[src/verilog/fcs_pkg.sv]
package fcs_pkg;

    // Bus geometry
    localparam int ADDR_W = 17;
    localparam int DATA_W = 8;

    // Command codes
    localparam logic [7:0] CMD_READ      = 8'h00;
    localparam logic [7:0] CMD_RESET     = 8'hff;
    localparam logic [7:0] CMD_ID_A      = 8'h80;
    localparam logic [7:0] CMD_ID_B      = 8'h90;
    localparam logic [7:0] CMD_ERASE     = 8'h30;
    localparam logic [7:0] CMD_PROG_A    = 8'h10;
    localparam logic [7:0] CMD_PROG_B    = 8'h50;
    localparam logic [7:0] ERASED_BYTE   = 8'hff;
    localparam int         POLL_BIT      = 7;

    // Identifier addresses
    localparam logic [ADDR_W-1:0] ID_MAKER_ADDR = 17'h00000;
    localparam logic [ADDR_W-1:0] ID_PART_ADDR  = 17'h00001;

    // Bus timing in cycles of the 100 MHz clock
    localparam int CLK_PERIOD_NS = 10;
    localparam int SETUP_NS      = 20;
    localparam int PULSE_NS      = 50;
    localparam int READ_NS       = 80;
    localparam int VPP_RAMP_NS   = 1000;
    localparam int SETUP_CYC  = (SETUP_NS + CLK_PERIOD_NS - 1) / CLK_PERIOD_NS;
    localparam int PULSE_CYC  = (PULSE_NS + CLK_PERIOD_NS - 1) / CLK_PERIOD_NS;
    localparam int READ_CYC   = (READ_NS + CLK_PERIOD_NS - 1) / CLK_PERIOD_NS;
    localparam int RAMP_CYC   = (VPP_RAMP_NS + CLK_PERIOD_NS - 1) / CLK_PERIOD_NS;
    localparam int CNT_W      = 8;

    // Host operations
    typedef enum logic [2:0] {
        OP_READ,
        OP_PROGRAM,
        OP_ERASE,
        OP_READ_ID,
        OP_ABORT
    } fcs_op_e;

    typedef struct packed {
        fcs_op_e             op;
        logic [ADDR_W-1:0]   addr;
        logic [DATA_W-1:0]   data;
    } fcs_req_s;

    typedef struct packed {
        logic                ce_n;
        logic                we_n;
        logic                oe_n;
        logic                vpp_hi;
        logic [ADDR_W-1:0]   addr;
        logic [DATA_W-1:0]   dq_out;
        logic                dq_oe;
    } fcs_pins_s;

    typedef enum logic [3:0] {
        ST_IDLE,
        ST_RAMP,
        ST_W_SETUP,
        ST_W_PULSE,
        ST_W_HOLD,
        ST_R_SETUP,
        ST_R_WAIT,
        ST_R_DONE,
        ST_DONE
    } fcs_state_e;

endpackage : fcs_pkg
[src/verilog/fcs_host.sv]
// Behaviour
// - Raise the supply, then select each operation by writing a command code.
// - Read: one write of 00h or FFh anywhere, then reads at a location.
// - Erase needs two consecutive writes of 30h; the first only arms.
// - Host reads the array back and checks every byte equals FFh.
// - Program setup is a write of 10h or 50h, programming nothing.
// - 80h or 90h enters identifier mode; address 0 maker, 1 part code.
// - After program setup, reset twice: null data then abort to read.
`timescale 1ns/1ps
`default_nettype none
module fcs_host
    import fcs_pkg::*;
(
    // Clock and reset
    input  wire logic              clk,
    input  wire logic              rst_n,
    // Request side
    input  wire logic              req_valid,
    input  wire fcs_req_s          req,
    output logic                   req_ready,
    output logic                   done,
    output logic                   verify_fail,
    output logic [DATA_W-1:0]      rd_data,
    // Flash pins
    output fcs_pins_s              pins,
    input  wire logic [DATA_W-1:0] dq_in
);

    typedef struct packed {
        fcs_state_e          st;
        fcs_req_s            cur;
        logic [1:0]          step;
        logic [ADDR_W-1:0]   scan;
        logic                scanning;
        logic                vpp_up;
        logic [CNT_W-1:0]    cnt;
        logic                ready;
        logic                done;
        logic                fail;
        logic [DATA_W-1:0]   rdata;
        fcs_pins_s           p;
    } fcs_host_s;

    localparam logic [ADDR_W-1:0] SCAN_LAST = {ADDR_W{1'b1}};
    localparam logic [CNT_W-1:0]  C_SETUP   = CNT_W'(SETUP_CYC);
    localparam logic [CNT_W-1:0]  C_PULSE   = CNT_W'(PULSE_CYC);
    localparam logic [CNT_W-1:0]  C_READ    = CNT_W'(READ_CYC);
    localparam logic [CNT_W-1:0]  C_RAMP    = CNT_W'(RAMP_CYC);

    fcs_host_s s_reg;
    fcs_host_s s_next;

    // Number of write cycles for each operation; all but abort then go on to read
    function automatic logic [1:0] n_writes(input fcs_op_e op);
        unique case (op)
            OP_READ, OP_READ_ID: n_writes = 2'd1;
            default:             n_writes = 2'd2;
        endcase
    endfunction : n_writes

    // Data placed on the bus for write number k
    function automatic logic [DATA_W-1:0] wr_data(input fcs_req_s r, input logic [1:0] k);
        unique case (r.op)
            OP_READ:    wr_data = CMD_READ;
            OP_READ_ID: wr_data = CMD_ID_B;
            OP_ERASE:   wr_data = CMD_ERASE;
            OP_PROGRAM: wr_data = (k == 2'd0) ? CMD_PROG_A : r.data;
            OP_ABORT:   wr_data = CMD_RESET;
            default:    wr_data = CMD_RESET;
        endcase
    endfunction : wr_data

    always_comb begin
        s_next = s_reg;
        s_next.done = 1'b0;
        if (s_reg.cnt != '0) begin
            s_next.cnt = s_reg.cnt - 1'b1;
        end
        unique case (s_reg.st)
            ST_IDLE: begin
                s_next.ready = 1'b1;
                if (req_valid && s_reg.ready) begin
                    s_next.ready = 1'b0;
                    s_next.cur   = req;
                    s_next.step  = 2'd0;
                    s_next.fail  = 1'b0;
                    s_next.scan  = '0;
                    s_next.scanning = 1'b0;
                    s_next.p.vpp_hi = 1'b1;
                    if (!s_reg.vpp_up) begin
                        s_next.cnt = C_RAMP;
                        s_next.st  = ST_RAMP;
                    end else begin
                        s_next.st = ST_W_SETUP;
                        s_next.cnt = C_SETUP;
                    end
                end
            end
            ST_RAMP: begin
                if (s_reg.cnt == '0) begin
                    s_next.vpp_up = 1'b1;
                    s_next.st  = ST_W_SETUP;
                    s_next.cnt = C_SETUP;
                end
            end
            ST_W_SETUP: begin
                // Address stable before strobe falls; don't-care cycles reuse it
                s_next.p.oe_n   = 1'b1;
                s_next.p.ce_n   = 1'b0;
                s_next.p.addr   = s_reg.cur.addr;
                s_next.p.dq_out = wr_data(s_reg.cur, s_reg.step);
                s_next.p.dq_oe  = 1'b1;
                if (s_reg.cnt == '0) begin
                    s_next.p.we_n = 1'b0;
                    s_next.cnt = C_PULSE;
                    s_next.st  = ST_W_PULSE;
                end
            end
            ST_W_PULSE: begin
                if (s_reg.cnt == '0) begin
                    // Strobe rises first so data latches and operation starts
                    s_next.p.we_n = 1'b1;
                    s_next.cnt = C_SETUP;
                    s_next.st  = ST_W_HOLD;
                end
            end
            ST_W_HOLD: begin
                if (s_reg.cnt == '0) begin
                    s_next.p.ce_n  = 1'b1;
                    s_next.p.dq_oe = 1'b0;
                    s_next.step    = s_reg.step + 2'd1;
                    s_next.cnt     = C_SETUP;
                    if (s_reg.step + 2'd1 < n_writes(s_reg.cur.op)) begin
                        s_next.st = ST_W_SETUP;
                    end else if (s_reg.cur.op == OP_ABORT) begin
                        s_next.st = ST_DONE;
                    end else if (s_reg.cur.op == OP_ERASE) begin
                        s_next.p.addr = '0;
                        s_next.st = ST_R_SETUP;
                    end else begin
                        s_next.st = ST_R_SETUP;
                    end
                end
            end
            ST_R_SETUP: begin
                s_next.p.ce_n = 1'b0;
                s_next.p.oe_n = 1'b0;
                if (s_reg.scanning) begin
                    s_next.p.addr = s_reg.scan;
                end else if (s_reg.cur.op != OP_ERASE) begin
                    s_next.p.addr = s_reg.cur.addr;
                end
                s_next.cnt = C_READ;
                s_next.st  = ST_R_WAIT;
            end
            ST_R_WAIT: begin
                if (s_reg.cnt == '0) begin
                    s_next.rdata  = dq_in;
                    s_next.p.oe_n = 1'b1;
                    s_next.p.ce_n = 1'b1;
                    s_next.cnt    = C_SETUP;
                    s_next.st     = ST_R_DONE;
                end
            end
            ST_R_DONE: begin
                if (s_reg.cnt == '0) begin
                    s_next.st = ST_DONE;
                    if (s_reg.cur.op == OP_ERASE && !s_reg.scanning) begin
                        if (!s_reg.rdata[POLL_BIT]) begin
                            s_next.st = ST_R_SETUP;
                        end else begin
                            s_next.scanning = 1'b1;
                            s_next.scan     = '0;
                            s_next.st       = ST_R_SETUP;
                        end
                    end else if (s_reg.scanning) begin
                        if (s_reg.rdata != ERASED_BYTE) begin
                            s_next.fail = 1'b1;
                        end
                        if (s_reg.scan != SCAN_LAST) begin
                            s_next.scan = s_reg.scan + 1'b1;
                            s_next.st   = ST_R_SETUP;
                        end
                    end else if (s_reg.cur.op == OP_PROGRAM &&
                                 s_reg.rdata[POLL_BIT] != s_reg.cur.data[POLL_BIT]) begin
                        s_next.st = ST_R_SETUP;
                    end
                end
            end
            ST_DONE: begin
                s_next.done = 1'b1;
                s_next.st   = ST_IDLE;
            end
            default: begin
                s_next.st = ST_IDLE;
            end
        endcase
    end

    always_ff @(posedge clk) begin
        if (!rst_n) begin
            s_reg <= '0;
            s_reg.st <= ST_IDLE;
            s_reg.p.ce_n <= 1'b1;
            s_reg.p.we_n <= 1'b1;
            s_reg.p.oe_n <= 1'b1;
        end else begin
            s_reg <= s_next;
        end
    end

    assign req_ready   = s_reg.ready;
    assign done        = s_reg.done;
    assign verify_fail = s_reg.fail;
    assign rd_data     = s_reg.rdata;
    assign pins        = s_reg.p;

endmodule : fcs_host
`default_nettype wire

[config.mk]
export PLATFORM = sky130hd
export DESIGN_NAME = fcs_host
export DESIGN_NICKNAME = d
export VERILOG_FILES = /design/src/verilog/fcs_pkg.sv /design/src/verilog/fcs_host.sv
export SDC_FILE = /design/constraint.sdc
export NUM_CORES = 1
export LEC_CHECK = 0
export BUFFER_PORTS_ARGS = -buffer_cell sky130_fd_sc_hd__buf_2
export CAP_MARGIN = 20
export CORE_AREA = 2 2 100 102
export CTS_CLUSTER_SIZE = 12
export DETAILED_ROUTE_END_ITERATION = 7
export DIE_AREA = 0 0 102 104
export GPL_TIMING_DRIVEN = 0
export PLACE_DENSITY_LB_ADDON = 0.2
export REMOVE_ABC_BUFFERS = 1
export SLEW_MARGIN = 20
export SYNTH_ARGS = -nofsm -noshare
export SYNTH_HDL_FRONTEND = slang
export SYNTH_SLANG_ARGS = --single-unit
[constraint.sdc]
create_clock -name clk -period 2.7 [get_ports clk]
set_input_delay 0.27 -clock clk [delete_from_list [all_inputs] [get_ports clk]]
set_output_delay 0.27 -clock clk [all_outputs]
set_load 0.05 [all_outputs]
==> results of run 1 <==
-- area by class of cell --
| type | instances | share of cell area |
|---|---|---|
| clock buffers | 10 | 0.02506 |
| clock inverters | 6 | 0.009339 |
| inverters | 14 | 0.009795 |
| multi-input cells | 429 | 0.4743 |
| flip-flops and latches | 102 | 0.3724 |
| well taps | 133 | 0.03030 |
| repair buffers | 81 | 0.07882 |
-- cells by family (layout without fill, tap and decap cells) --
| group | Yosys count | in the layout |
|---|---|---|
| simple gates | 237 | 238 |
| compound gates | 148 | 149 |
| flops | 102 | 102 |
| buf+inv | 91 | 111 |
| mux | 25 | 25 |
| xor+xnor | 9 | 9 |
| fa+ha+maj | 8 | 8 |
-- repair_timing --
action,in CTS,in global routing
gates cloned,1,1
pin swaps,1,2
gates resized for setup,3,6
buffers inserted,0,0
setup endpoints to repair,16,38
hold buffers,0,0
-- per-layer routing --
| layer | up-vias | wire (um) | track usage |
|---|---|---|---|
| met3 | 13 | 645 | 0.04368 |
| met2 | 129 | 5326 | 0.3426 |
| li1 | 2155 | - | - |
| met4 | 0 | 123 | 0.05714 |
| met1 | 2080 | 5606 | 0.3302 |
| met5 | - | 0 | 0 |
-- cell usage after synthesis (all sizes together) (4+ instances only) --
| master | instances | area (um2) |
|---|---|---|
| nand3 | 16 | 80.08 |
| or2 | 5 | 31.28 |
| nor3 | 6 | 30.03 |
| o21a | 4 | 30.03 |
| nand4 | 6 | 43.79 |
| xor2 | 8 | 70.07 |
| nor2b | 5 | 31.28 |
| a21oi | 65 | 325.3 |
| a31oi | 5 | 31.28 |
| o21ai | 25 | 128.9 |
| buf | 54 | 372.9 |
| nor4 | 4 | 31.28 |
| a22o | 17 | 148.9 |
| or4 | 8 | 63.81 |
| o31ai | 7 | 52.55 |
| or3 | 10 | 62.56 |
| and2 | 4 | 25.02 |
| mux2i | 25 | 250.2 |
| ha | 8 | 100.1 |
| nand2 | 117 | 439.2 |
| clkbuf | 23 | 87.58 |
| nor2 | 40 | 166.4 |
| inv | 13 | 48.79 |
| dfxtp | 102 | 2042 |
-- worst max-delay path by stage --
stage / from / to
global placement: s_reg[96] / pins[13]
global route: s_reg[100] / s_reg[65]
floorplan: s_reg[95] / pins[10]
detailed placement: s_reg[99] / s_reg[51]
CTS: s_reg[99] / s_reg[56]
finish: s_reg[100] / s_reg[65]
-- power by group through the flow --
stage	Sequential [mW]	Clock, mW	Combinational (mW)
after global routing	1.70	1.01	0.861
after CTS	1.69	0.951	0.751
after global placement	1.72	0	0.721
after detailed placement	1.72	0	0.736
after floorplan	1.73	0	0.519
final	1.69	0.932	0.761
-- tightest hold or removal path, stage by stage --
cell	delay, ns
buf_2	0.09
nand2_1	0.05
a21oi_1	0.05
-- through the flow --
stage	hold slack, ns	util	setup TNS (ns)	setup WS [ns]
2_1_floorplan	0.3319	-	-4.670	-0.2747
5_1_grt	0.1238	0.5752	-0.008117	-0.008117
6_report	0.1348	0.5752	0	0.1103
3_5_place_dp	0.4465	0.5474	-1.923	-0.1469
4_1_cts	0.1217	0.5698	0	0.01971
3_3_place_gp	0.4418	0.5419	-31.41	-1.081
==> run_results.csv, run 1 <==
group,metric,value,unit
synth,synth_area,5074,um2
synth,async_reset_ff_frac,0,
clock_tree,path_clk_slew,0.10,ns
die,die_h,104,um
worst_setup_path,startpoint_type,"flip-flop",
route,wl_per_cell,15.10,um
timing,timing.fmax,386.2,MHz
grt,antenna_found_initial,0,
synth,synth_xor_area_frac,0.01554,
worst_setup_path,cp_num_buf_inv,0,
route,ant_nets,0,
route,wirelength,11.70,mm
final_layout,layout.cells.most_common,"nand2_1",
worst_setup_path,crit_arrival,2.89,ns
timing,hold_viol,0,
timing,min_period,2.590,ns
timing,fin_crit_sh,0.9591,
power_and_ir_drop,p_per_area,616.1,nW/um2
synth,synth-adder-area-share,0.01973,
final_layout,largest_reg_flops,61,
route,vias,4377,
die,std_cell_rows,36,
worst_setup_path,worst-setup-path-type,"reg2reg",
timing,skew,0.01153,ns
worst_setup_path,crit_fanout,15,
clock_tree,cts_tree,"yes",
power_and_ir_drop,p_sw,1.112,mW
synth,synth_compound_area_frac,0.1882,
synth,synth_top_family_by_area,"simple AND/OR/NAND/NOR gates",
final_layout,diodes,0,
hold_path,min_delay_path_depth,3,
power_and_ir_drop,intPower,2.272,mW
final_layout,final_cell_mix,"nand2_1, dfxtp_1, buf_2",
synth,synth_cells,620,
final_layout,drive_above_1_share,0.1916,
placed_design,hpwlAfterDp,7.408,mm
route,drc_errors,0,
synth,synth_seq_cells,102,
final_layout,syn2layout_area_growth,8.261,%
worst_setup_path,slowest_delay,0.67,ns
worst_setup_path,critical_path.top_delay_family,"simple AND/OR/NAND/NOR gates",
power_and_ir_drop,finalPower,3.384,mW
power_and_ir_drop,seqPwrFrac,0.500,
route,post_drt_via_cell_ratio,5.648,
outcome,outcome,"finished, final reports clean",
worst_setup_path,critPathCaptureType,"flip-flop",
hold_path,hold_path.class,"in2reg",
hold_path,worstHoldStart,"req[11]",
route,drt_iter0_drc,241,
hold_path,min_to,"s_reg[81]",
grt,grtUsageTotal,0.2261,
synth,ys_types,63,
worst_setup_path,ff2ff_path_depth,5,
synth,synth_warnings,0,
power_and_ir_drop,swShare,0.3285,
worst_setup_path,rrSetupSlack,0.11,ns
clock_tree,htreeDepth,3,
worst_setup_path,critPathRequiredTime,3.00,ns
timing,slew_viol_final,0,
grt,grt_pass1_vias,4044,
final_layout,final_cells,775,
final_layout,multi_input_area,2605,um2
worst_setup_path,regToRegEndpoint,"s_reg[65]",
timing,slew_headroom,0.4455,
synth,ys_seq_area_frac,0.4025,
grt,grt_max_degree,61,
final_layout,fillers,934,
die,initial_core_util,0.5313,
grt,grt_pass1_wl,19.62,mm
final_layout,ff_latch_area,2046,um2
route,first_pass_iters,4,
power_and_ir_drop,peakVddDrop,288.4,uV
worst_setup_path,slowest_stage,"dfxtp_1",
clock_tree,numCtsBuffers,9,
worst_setup_path,cp.depth,5,
power_and_ir_drop,p_comb_frac,0.225,
placed_design,gp_congestion,0.8910,
final_layout,fin_area,5493,um2
synth,postSynthAreaPerCell,8.183,um2
die,dieWidth,102,um
clock_tree,clkLatencyLatePin,0.36,ns
die,pin_count,80,
synth,synth_edf_count,0,
synth,synth_mux_area_frac,0.04932,
clock_tree,clkSinkCount,102,
placed_design,dp.cells,757,
timing,finalSetupViolCount,0,
synth,yosys.area_share.simple,0.2237,
synth,synth_top_flop_cell,"dfxtp_1",
die,dieArea,10610,um2
placed_design,dpl_cell_area,5228,um2
clock_tree,max-clock-path-buffers,2,
timing,worst_pin_slew,0.8242,ns
final_layout,num-nets-final,684,
worst_setup_path,reg2reg_from,"s_reg[100]",
die,core_area,9549,um2
placed_design,port_buffers,79,
power_and_ir_drop,p_leak,2.307,nW
worst_setup_path,crit_chain,"and2_1, and4_1, o211ai_2, or4_1, a21oi_1",
grt,overflow,0,
run,drv_cap,0,
clock_tree,cts_root_buf,"clkbuf_8",
power_and_ir_drop,p_clk_frac,0.275,
No activity file was read; power rests on OpenSTA's default activity.
==> run 2: changes to the inputs <==
--- a/config.mk
+++ b/config.mk
@@ -7,12 +7,12 @@
 export LEC_CHECK = 0
 export BUFFER_PORTS_ARGS = -buffer_cell sky130_fd_sc_hd__buf_2
 export CAP_MARGIN = 20
-export CORE_AREA = 2 2 100 102
-export CTS_CLUSTER_SIZE = 12
+export CORE_AREA = 2 2 98 100
+export CTS_CLUSTER_SIZE = 10
 export DETAILED_ROUTE_END_ITERATION = 7
-export DIE_AREA = 0 0 102 104
+export DIE_AREA = 0 0 100 102
 export GPL_TIMING_DRIVEN = 0
-export PLACE_DENSITY_LB_ADDON = 0.2
+export PLACE_DENSITY = 0.79
 export REMOVE_ABC_BUFFERS = 1
 export SLEW_MARGIN = 20
 export SYNTH_ARGS = -nofsm -noshare
==> run 2 against run 1 <==
Compared with the run above:
- global-route usage increased by 1.2 points
- first-iteration DRC count up 30%
- clock skew increased by 0.0019 ns
- die area fell by 3.8%
- largest cell class unchanged
==> run_results.csv, run 2 (synthesis gave the netlist of run 1 again) <==
group,metric,value,unit
clock_tree,numCtsBuffers,9,
grt,antenna_found_initial,0,
timing,finalSetupViolCount,0,
timing,worst_pin_slew,0.8461,ns
clock_tree,clkLatencyLatePin,0.37,ns
grt,grt_pass1_wl,19.67,mm
hold_path,hold_path.class,"in2reg",
die,dieWidth,100,um
die,initial_core_util,0.5570,
final_layout,syn2layout_area_growth,8.607,%
power_and_ir_drop,peakVddDrop,335.3,uV
timing,holdWs,0.1252,ns
route,wirelength,12.12,mm
worst_setup_path,crit_arrival,2.87,ns
timing,slew_viol_final,0,
final_layout,final_cell_mix,"nand2_1, dfxtp_1, buf_2",
placed_design,pre_cts_slack,-0.1909,ns
outcome,outcome,"finished, final reports clean",
clock_tree,cts_tree,"yes",
placed_design,gp_congestion,0.9140,
timing,timing.fmax,388.2,MHz
grt,grt_max_degree,61,
worst_setup_path,slowest_delay,0.67,ns
worst_setup_path,crit_chain,"and2_1, and4_1, o211ai_2, or4_1, a21oi_1",
route,post_drt_via_cell_ratio,5.876,
grt,grt_pass1_vias,4019,
timing,rsz0062_at_grt,"false",
die,die_h,102,um
die,pin_count,80,
run,drv_cap,0,
route,vias,4454,
power_and_ir_drop,p_per_area,617.4,nW/um2
final_layout,drive_above_1_share,0.2040,
route,first_pass_iters,7,
route,wl_per_cell,15.99,um
timing,fin_crit_sh,0.9540,
final_layout,diodes,0,
worst_setup_path,slowest_stage,"dfxtp_1",
power_and_ir_drop,finalPower,3.402,mW
timing,skew,0.01340,ns
power_and_ir_drop,p_leak,2.318,nW
worst_setup_path,worst-setup-path-type,"reg2reg",
die,core_area,9109,um2
die,std_cell_rows,35,
worst_setup_path,crit_fanout,15,
final_layout,largest_reg_flops,61,
route,drc_errors,0,
clock_tree,path_clk_slew,0.11,ns
clock_tree,max-clock-path-buffers,2,
final_layout,layout.cells.most_common,"nand2_1",
route,drt_iter0_drc,314,
die,dieArea,10200,um2
worst_setup_path,critical_path.top_delay_family,"simple AND/OR/NAND/NOR gates",
grt,overflow,0,
worst_setup_path,cp_num_buf_inv,0,
worst_setup_path,critPathCaptureType,"flip-flop",
timing,hold_viol,0,
worst_setup_path,critPathRequiredTime,3.00,ns
final_layout,fillers,831,
placed_design,port_buffers,79,
timing,slew_headroom,0.4307,
route,ant_nets,0,
worst_setup_path,startpoint_type,"flip-flop",
timing,min_period,2.576,ns
placed_design,hpwlAfterDp,7.575,mm
grt,grtUsageTotal,0.2382,
clock_tree,clkSinkCount,102,
clock_tree,cts_root_buf,"clkbuf_8",
clock_tree,htreeDepth,3,
timing,setup_slack,0.1241,ns
final_layout,num-nets-final,689,
## run 2: path summary, 6_finish.rpt
| path | slack (ns) | end | depth (start not counted) | startpoint |
|---|---|---|---|---|
| setup / recovery | 0.12 | s_reg[65] | 5 | s_reg[100] |
| hold / removal | 0.13 | s_reg[80] | 3 | req[10] |
| setup reg to reg | 0.12 | s_reg[65] | 5 | s_reg[100] |
| hold reg to reg | 0.46 | s_reg[74] | 2 | s_reg[74] |
## run 2: per-layer routing
layer / vias up / track usage / routed length, um
met4: 0 / 0.06744 / 191
met3: 16 / 0.03488 / 609
li1: 2173 / - / -
met1: 2130 / 0.3271 / 5617
met2: 135 / 0.3940 / 5702
met5: - / 0 / 0
## run 2: area by class of cell
type                       count  area [um2]  share of cell area
timing repair buffer          86       466.7             0.08470
clock buffer                  11       141.4             0.02566
tap                          111       138.9             0.02520
sequential                   102        2048              0.3717
inverter                      14       53.80            0.009764
multi-input combinational    429        2620              0.4755
clock inverter                 5       41.29            0.007493
## run 2: power by group
part	internal, mW	total [mW]	switching [mW]
combinational	0.308	0.788	0.480
clock	0.370	0.919	0.549
sequential	1.60	1.69	0.0990
total	2.27	3.40	1.13
## run 2: per-stage QoR
step                      std cells  area [um2]  utilization  setup TNS (ns)
final                           758        5510       0.6049               0
after global routing            758        5510       0.6049               0
after CTS                       757        5443       0.5975               0
after detailed placement        735        5184       0.5691          -3.991
after global placement          733        5147       0.5651          -28.49
after floorplan                 543        4613            -          -4.670
## run 2: worst reg2reg max path, stage by stage, from the launching register on
cell and delay, ns:
dfxtp_1 0.67, and2_1 0.44, and4_1 0.46, o211ai_2 0.32
or4_1 0.49, a21oi_1 0.15
## run 2: repair_timing
| action | CTS | global route |
|---|---|---|
| hold buffers | 0 | 0 |
| gates resized for setup | 3 | 11 |
| setup buffers | 5 | 0 |
| pin swaps | 2 | 2 |
| setup endpoints to repair | 33 | 30 |
| gates cloned | 1 | 1 |
